**src/core/rffl_pkg.sv**
```systemverilog
// constants and types for the rf fraction and fastlock configuration block
`default_nettype none
package rffl_pkg;
	localparam int WORD_W = 24;
	localparam int FRAC_W = 22;
	localparam int LO_W = 12;
	localparam int HI_W = 10;
	localparam int TOC_W = 14;
	localparam int CPF_W = 4;
	localparam int CSR_W = 2;
	localparam int CNT_W = 15;
	localparam int MULT_W = 5;
	// address code in the low nibble of each serial word
	localparam logic [3:0] CODE_UPPER = 4'hb;
	localparam logic [3:0] CODE_CTRL = 4'hd;
	localparam int CODE_LSB = 0;
	localparam int CODE_W = 4;
	// upper fraction word layout
	localparam int FD_HI_LSB = 14;
	localparam int FN_HI_LSB = 4;
	// control word layout
	localparam int CSR_LSB = 22;
	localparam int CPF_LSB = 18;
	localparam int TOC_LSB = 4;
	// reset values
	localparam logic [TOC_W-1:0] TOC_RESET = 14'h0000;
	localparam logic [CPF_W-1:0] CPF_RESET = 4'h0;
	localparam logic [CSR_W-1:0] CSR_RESET = 2'h0;
	localparam logic [HI_W-1:0] HI_RESET = 10'h000;
	// timeout codes
	localparam logic [TOC_W-1:0] TOC_HIZ = 14'h0000;
	localparam logic [TOC_W-1:0] TOC_MANUAL = 14'h0001;
	localparam logic [TOC_W-1:0] TOC_LOW = 14'h0002;
	localparam logic [TOC_W-1:0] TOC_HIGH = 14'h0003;
	// slip reduction divisors for codes 0..3
	localparam logic [MULT_W-1:0] SLIP_DIV0 = 5'h01;
	localparam logic [MULT_W-1:0] SLIP_DIV1 = 5'h02;
	localparam logic [MULT_W-1:0] SLIP_DIV2 = 5'h04;
	localparam logic [MULT_W-1:0] SLIP_DIV3 = 5'h10;
	localparam logic [MULT_W-1:0] GAIN_OFF = 5'h00;
	typedef enum logic [2:0] {
		MODE_HIZ = 3'h0,
		MODE_MANUAL = 3'h1,
		MODE_LOW = 3'h2,
		MODE_HIGH = 3'h3,
		MODE_TIMED = 3'h4
	} rffl_mode_t;
	typedef enum logic [1:0] {
		TM_IDLE = 2'h0,
		TM_RUN = 2'h1,
		TM_DONE = 2'h3
	} rffl_tm_state_t;
endpackage : rffl_pkg
`default_nettype wire

```
**src/core/rffl_timeout.sv**
```systemverilog
// fastlock timeout counter stepping on comparison cycles
`default_nettype none
module rffl_timeout (
	input wire logic clk,
	input wire logic rst,
	input wire logic start,
	input wire logic abort,
	input wire logic [rffl_pkg::CNT_W-1:0] load_val,
	input wire logic pd_tick,
	output logic busy,
	output logic done
);
	typedef struct packed {
		rffl_pkg::rffl_tm_state_t st;
		logic [rffl_pkg::CNT_W-1:0] cnt;
	} rffl_tm_t;

	rffl_tm_t s;
	rffl_tm_t next_s;

	always_comb begin
		next_s = s;
		case (s.st)
			rffl_pkg::TM_IDLE: begin
				if (start && !abort) begin
					next_s.st = rffl_pkg::TM_RUN;
					next_s.cnt = load_val;
				end
			end
			rffl_pkg::TM_RUN: begin
				if (abort) begin
					next_s.st = rffl_pkg::TM_IDLE;
					next_s.cnt = '0;
				end else if (start) begin
					next_s.cnt = load_val;
				end else if (pd_tick) begin
					if (s.cnt <= 15'h0001) begin
						next_s.st = rffl_pkg::TM_DONE;
						next_s.cnt = '0;
					end else begin
						next_s.cnt = s.cnt - 15'h0001;
					end
				end
			end
			default: begin
				next_s.st = rffl_pkg::TM_IDLE;
				if (start && !abort) begin
					next_s.st = rffl_pkg::TM_RUN;
					next_s.cnt = load_val;
				end
			end
		endcase
	end

	always_ff @(posedge clk or posedge rst) begin
		if (rst) begin
			s <= '{st: rffl_pkg::TM_IDLE, cnt: '0};
		end else begin
			s <= next_s;
		end
	end

	assign busy = (s.st == rffl_pkg::TM_RUN);
	assign done = (s.st == rffl_pkg::TM_DONE);
endmodule // rffl_timeout
`default_nettype wire

```
**src/core/rffl_config.sv**
```systemverilog
// fraction width selection and fastlock control word logic
`default_nettype none
module rffl_config (
	input wire logic clk,
	input wire logic rst,
	input wire logic [rffl_pkg::WORD_W-1:0] reg_word,
	input wire logic reg_wr,
	input wire logic frac_wide_sel,
	input wire logic [rffl_pkg::LO_W-1:0] rf_frac_numerator_lo,
	input wire logic [rffl_pkg::LO_W-1:0] rf_frac_denominator_lo,
	input wire logic freq_word_wr,
	input wire logic pd_tick,
	output logic [rffl_pkg::FRAC_W-1:0] rf_frac_numerator,
	output logic [rffl_pkg::FRAC_W-1:0] rf_frac_denominator,
	output logic fastlock_active,
	output logic [rffl_pkg::MULT_W-1:0] rf_fastlock_pump_gain,
	output logic [rffl_pkg::MULT_W-1:0] slip_rate_div,
	output logic [rffl_pkg::TOC_W-1:0] rf_fastlock_timeout,
	output logic rf_fastlock_pin_o,
	output logic rf_fastlock_pin_oe
);
	typedef struct packed {
		logic [rffl_pkg::TOC_W-1:0] toc;
		logic [rffl_pkg::CPF_W-1:0] cpf;
		logic [rffl_pkg::CSR_W-1:0] slip_reduction_sel;
		logic [rffl_pkg::HI_W-1:0] fn_hi;
		logic [rffl_pkg::HI_W-1:0] fd_hi;
		logic [rffl_pkg::FRAC_W-1:0] num;
		logic [rffl_pkg::FRAC_W-1:0] den;
		logic active;
		logic [rffl_pkg::MULT_W-1:0] gain;
		logic [rffl_pkg::MULT_W-1:0] div;
		logic pin_o;
		logic pin_oe;
	} rffl_state_t;

	rffl_state_t s;
	rffl_state_t next_s;
	rffl_pkg::rffl_mode_t mode;
	logic tm_busy;
	logic tm_done;
	logic fl_on;

	function automatic rffl_pkg::rffl_mode_t toc_mode(input logic [rffl_pkg::TOC_W-1:0] t);
		if (t == rffl_pkg::TOC_HIZ) begin
			toc_mode = rffl_pkg::MODE_HIZ;
		end else if (t == rffl_pkg::TOC_MANUAL) begin
			toc_mode = rffl_pkg::MODE_MANUAL;
		end else if (t == rffl_pkg::TOC_LOW) begin
			toc_mode = rffl_pkg::MODE_LOW;
		end else if (t == rffl_pkg::TOC_HIGH) begin
			toc_mode = rffl_pkg::MODE_HIGH;
		end else begin
			toc_mode = rffl_pkg::MODE_TIMED;
		end
	endfunction

	function automatic logic [rffl_pkg::FRAC_W-1:0] frac_join(input logic wide,
			input logic [rffl_pkg::HI_W-1:0] hi, input logic [rffl_pkg::LO_W-1:0] lo);
		frac_join = wide ? {hi, lo} : {rffl_pkg::HI_RESET, lo};
	endfunction

	assign mode = toc_mode(s.toc);

	rffl_timeout u_timeout (
		.clk(clk),
		.rst(rst),
		.start(freq_word_wr && mode == rffl_pkg::MODE_TIMED),
		.abort(mode != rffl_pkg::MODE_TIMED),
		.load_val({s.toc, 1'b0}),
		.pd_tick(pd_tick),
		.busy(tm_busy),
		.done(tm_done)
	);

	// manual forces fastlock, timed holds it while counting
	assign fl_on = (mode == rffl_pkg::MODE_MANUAL) || (mode == rffl_pkg::MODE_TIMED && tm_busy);

	always_comb begin
		next_s = s;
		if (reg_wr && reg_word[rffl_pkg::CODE_LSB +: rffl_pkg::CODE_W] == rffl_pkg::CODE_CTRL) begin
			next_s.toc = reg_word[rffl_pkg::TOC_LSB +: rffl_pkg::TOC_W];
			next_s.cpf = reg_word[rffl_pkg::CPF_LSB +: rffl_pkg::CPF_W];
			next_s.slip_reduction_sel = reg_word[rffl_pkg::CSR_LSB +: rffl_pkg::CSR_W];
		end else if (reg_wr && reg_word[rffl_pkg::CODE_LSB +: rffl_pkg::CODE_W] == rffl_pkg::CODE_UPPER) begin
			next_s.fd_hi = reg_word[rffl_pkg::FD_HI_LSB +: rffl_pkg::HI_W];
			next_s.fn_hi = reg_word[rffl_pkg::FN_HI_LSB +: rffl_pkg::HI_W];
		end
		next_s.num = frac_join(frac_wide_sel, s.fn_hi, rf_frac_numerator_lo);
		next_s.den = frac_join(frac_wide_sel, s.fd_hi, rf_frac_denominator_lo);
		next_s.active = fl_on;
		next_s.gain = fl_on ? ({1'b0, s.cpf} + 5'h01) : rffl_pkg::GAIN_OFF;
		case (s.slip_reduction_sel)
			2'h0: next_s.div = rffl_pkg::SLIP_DIV0;
			2'h1: next_s.div = rffl_pkg::SLIP_DIV1;
			2'h2: next_s.div = rffl_pkg::SLIP_DIV2;
			default: next_s.div = rffl_pkg::SLIP_DIV3;
		endcase
		case (mode)
			rffl_pkg::MODE_HIZ: begin
				next_s.pin_oe = 1'b0;
				next_s.pin_o = 1'b0;
			end
			rffl_pkg::MODE_HIGH: begin
				next_s.pin_oe = 1'b1;
				next_s.pin_o = 1'b1;
			end
			rffl_pkg::MODE_TIMED: begin
				next_s.pin_oe = 1'b1;
				next_s.pin_o = tm_busy;
			end
			default: begin
				next_s.pin_oe = 1'b1;
				next_s.pin_o = 1'b0;
			end
		endcase
	end

	always_ff @(posedge clk or posedge rst) begin
		if (rst) begin
			s <= '{toc: rffl_pkg::TOC_RESET, cpf: rffl_pkg::CPF_RESET, slip_reduction_sel: rffl_pkg::CSR_RESET,
				fn_hi: rffl_pkg::HI_RESET, fd_hi: rffl_pkg::HI_RESET, num: '0, den: '0,
				active: 1'b0, gain: rffl_pkg::GAIN_OFF, div: rffl_pkg::SLIP_DIV0,
				pin_o: 1'b0, pin_oe: 1'b0};
		end else begin
			s <= next_s;
		end
	end

	assign rf_frac_numerator = s.num;
	assign rf_frac_denominator = s.den;
	assign fastlock_active = s.active;
	assign rf_fastlock_pump_gain = s.gain;
	assign slip_rate_div = s.div;
	assign rf_fastlock_timeout = s.toc;
	assign rf_fastlock_pin_o = s.pin_o;
	assign rf_fastlock_pin_oe = s.pin_oe;

	// tick counter for the fastlock period check
	logic [15:0] a_ticks;
	always_ff @(posedge clk or posedge rst) begin
		if (rst) begin
			a_ticks <= '0;
		end else if (freq_word_wr) begin
			a_ticks <= '0;
		end else if (tm_busy && pd_tick) begin
			a_ticks <= a_ticks + 16'h0001;
		end
	end
endmodule // rffl_config
`default_nettype wire

```
**config.mk**
```make
export PLATFORM = sky130hd
export DESIGN_NAME = rffl_config
export DESIGN_NICKNAME = d
export VERILOG_FILES = /design/src/core/rffl_pkg.sv /design/src/core/rffl_timeout.sv /design/src/core/rffl_config.sv
export SDC_FILE = /design/constraint.sdc
export NUM_CORES = 1
export LEC_CHECK = 0
export ABC_AREA = 1
export BUFFER_PORTS_ARGS = -buffer_cell sky130_fd_sc_hd__buf_2
export CAP_MARGIN = 10
export CORE_MARGIN = 2
export CORE_UTILIZATION = 55
export DETAILED_ROUTE_END_ITERATION = 6
export GPL_TIMING_DRIVEN = 0
export PLACE_DENSITY = 0.81
export SYNTH_ARGS = -nofsm -noshare
export SYNTH_HDL_FRONTEND = slang
export SYNTH_SLANG_ARGS = --single-unit
```
**constraint.sdc**
```tcl
create_clock -name clk -period 5.09 [get_ports clk]
set_input_delay 0.2545 -clock clk [delete_from_list [all_inputs] [get_ports clk]]
set_output_delay 0.2545 -clock clk [all_outputs]
set_load 0.05 [all_outputs]
```
==> qor.yml <==
min_path_cells: 2
layout_setup_ws_ns: 3.260
crit_top_cell: "nand2_1"
p_leak_nw: 3.948
finalPower_w: 0.003878
yosysSeqAreaShare: 0.5200
required_ns: 5.50
skew_ns: 0.006453
p_per_area_nw_per_um2: 531.6
path_cells: "nor2_2 -> nand2_2 -> nor2_4 -> nand3_4 -> nand2_8 -> inv_6 -> buf_12 -> nand2_2 -> nand2_1 -> nand2_1 -> nand2_1 -> nand2_1 -> nand2_1"
htreeDepth: 4
design.portCount: 125
ys_warn_count: 0
synthTopCellsByArea: "dfrtp_1 (52%), nand2_1 (12%), buf_4 (9.4%), mux2_2 (5.8%), inv_1 (3.4%)"
route.detailed.drc: 0
final_common_cell: "nand2_1"
drive_gt1_frac: 0.3817
max_freq_mhz: 546.4
drt_wl_total_mm: 13.92
cts_buffer_depth: 2
crit_slowest_cell: "dfrtp_1"
cts_tree: "done"
r2r_cells: 13
fin_crit_sh: 0.3596
synth_cells: 583
syn-num-nets: 640
ir_worst_vdd_uv: 324.5
n_antenna_cell: 0
die_y_um: 103.5
postCtsResizedCells: 0
die_w_um: 103.5
synth-seq-cells: 113
synth_cell_types: 34
die_area_um2: 10700
synth_top_area_share: 0.5152
status: "completed"
track_usage: 0.2624
io_buffers: 122
antenna_found_initial: 0
tns_ns: 0
core_area_um2: 9684
rsz0062_at_grt: "no"
path_max_fanout: 10
cpPeakStageDelay_ns: 0.45
rows: 36
finalMaxSlewViolations: 0
crit_type: "reg2reg"
cts_made_buffers: 17
gp_congestion: 0.8506
vias: 4531
grt_overflow: 0
drtIter0Drc: 230
dp.cells: 839
syn-cell-area_um2: 5440
synth_area_leader_cell: "dfrtp_1"
insertion_delay_ns: 0.52
final_cells: 911
clock-root-buffer: "clkbuf_8"
wire_per_inst_um: 15.28
setup_viol: 0
hold_path_class: "in2reg"
mostFrequentLayoutCells: "nand2_1 (167), buf_2 (126), dfrtp_1 (112)"
fin_crit_ns: 1.830
vias_per_cell: 4.974
postSynthAreaPerCell_um2: 9.331
start_kind: "register"
start_util: 0.5618
tightest_slew_ns: 0.7533
preCtsSetupSlack_ns: 3.234
drtAntennaViolNets: 0
cap_violations: 0
detailed_place_hpwl_mm: 8.664
area_delta_synth_final_pct: 34.11
grt_pass1_wl_mm: 21.23
grt_pass1_vias: 4504
grt_max_degree: 62
cts_setup_buffers: 0
cp_data_arrival_time_ns: 2.24
clk_pin_slew_ns: 0.06
critPathCaptureType: "register"
slew_headroom: 0.4978
drt_pass1_iterations: 6
final_nets: 822
clock-sinks: 113
finalHoldViolCount: 0
==> sequential cells by signal, summed over array words and instances (netlist names) <==
name / count
s: 26
rf_frac_denominator: 22
rf_frac_numerator: 22
u_timeout.s: 17
rf_fastlock_timeout: 14
rf_fastlock_pump_gain: 5
slip_rate_div: 4
fastlock_active: 1
rf_fastlock_pin_o: 1
rf_fastlock_pin_oe: 1
==> where the power goes <==
part | internal [W] | switching [W] | leakage, nW
combinational | 0.000458 | 0.000839 | 2.25
clock | 0.000853 | 0.000449 | 0.312
sequential | 0.00110 | 0.000183 | 1.38
total | 0.00241 | 0.00147 | 3.95
==> per-layer routing <==
metal  track usage  share of wire  vias up
li1              -              -     2113
met1        0.3102           0.38     2170
met2        0.4620           0.52      206
met3       0.06183          0.069       42
met4        0.1032          0.029        0
met5             0              0        -
==> stage by stage <==
step	util	hold slack [ns]	instance area, µm²
final	0.7534	0.003226	7296
after detailed placement	0.6451	0.3638	6247
after global placement	0.6420	0.3622	6217
after floorplan	-	0.2859	5440
after global routing	0.7534	0.001317	7296
after CTS	0.7523	0.001712	7286
==> critical path, delay by kind of cell, from the launching register on <==
kind,cells,cell delay [ns]
buffers and inverters,2,0.20
and+or+nand+nor,11,1.05
DFF,1,0.45
==> path summary, 6_finish.rpt <==
path                                                startpoint                            endpoint  slack (ns)
max                        rf_fastlock_timeout[11]$_DFFE_PP0P_         u_timeout.s[11]$_DFFE_PP0P_        3.26
min                                               reg_word[21]                   s[64]$_DFFE_PP0P_       0.003
max reg2reg                rf_fastlock_timeout[11]$_DFFE_PP0P_         u_timeout.s[11]$_DFFE_PP0P_        3.26
min reg2reg                                  s[63]$_DFFE_PP0P_   rf_frac_denominator[18]$_DFF_PP0_        0.47
max in group asynchronous                                  rst  rf_fastlock_timeout[7]$_DFFE_PP0P_        3.94
min in group asynchronous                                  rst   rf_frac_denominator[11]$_DFF_PP0_        0.44
==> what timing repair did <==
action	in CTS	in global routing
endpoints found under the setup margin	0	0
endpoints found under the hold margin	104	1
hold buffers	39	1
==> logic make-up (layout without fill, tap and decap cells) <==
kind of cell             count (synthesis)  count (layout)  synth area share
AND/OR/NAND/NOR                        252             252            0.2102
buffers and inverters                  139             334            0.1504
flip-flops                             113             113            0.5200
AO/OA/AOI/OAI                           39              39           0.04094
multiplexers                            28              28           0.05796
XOR/XNOR                                 8               8           0.01288
adder cells (fa/ha/maj)                  3               3          0.006900
other                                    1               1         0.0006893
==> final cells by class <==
class                           count  area (µm²)
Tap cell                          133       166.4
Clock inverter                     14       230.2
Sequential cell                   113        2829
Clock buffer                       18       417.9
Fill cell                         586        2389
Inverter                           57       221.5
Multi-Input combinational cell    331        1793
Buffer                             82       599.3
Timing Repair Buffer              163        1039
==> cell usage after synthesis <==
master	count
nand2_4	11
inv_2	6
buf_4	68
ha_1	3
xor2_1	3
a21oi_1	14
o21ai_2	6
xnor2_1	5
buf_2	4
mux2_2	28
o31ai_1	2
inv_1	50
conb_1	1
inv_6	1
nor4_1	1
nor2_4	3
nand2_8	1
clkbuf_1	7
dfrtp_1	112
nor3_1	6
o21ai_0	13
nand2_2	6
nor2_2	3
nand3_4	1
nand3b_1	1
nand4_1	3
buf_12	1
buf_6	2
nor2_1	35
o21ai_1	4
nand3_1	13
nand2_1	167
and2_1	1
dfstp_2	1
No activity file was read; power rests on OpenSTA's default activity.
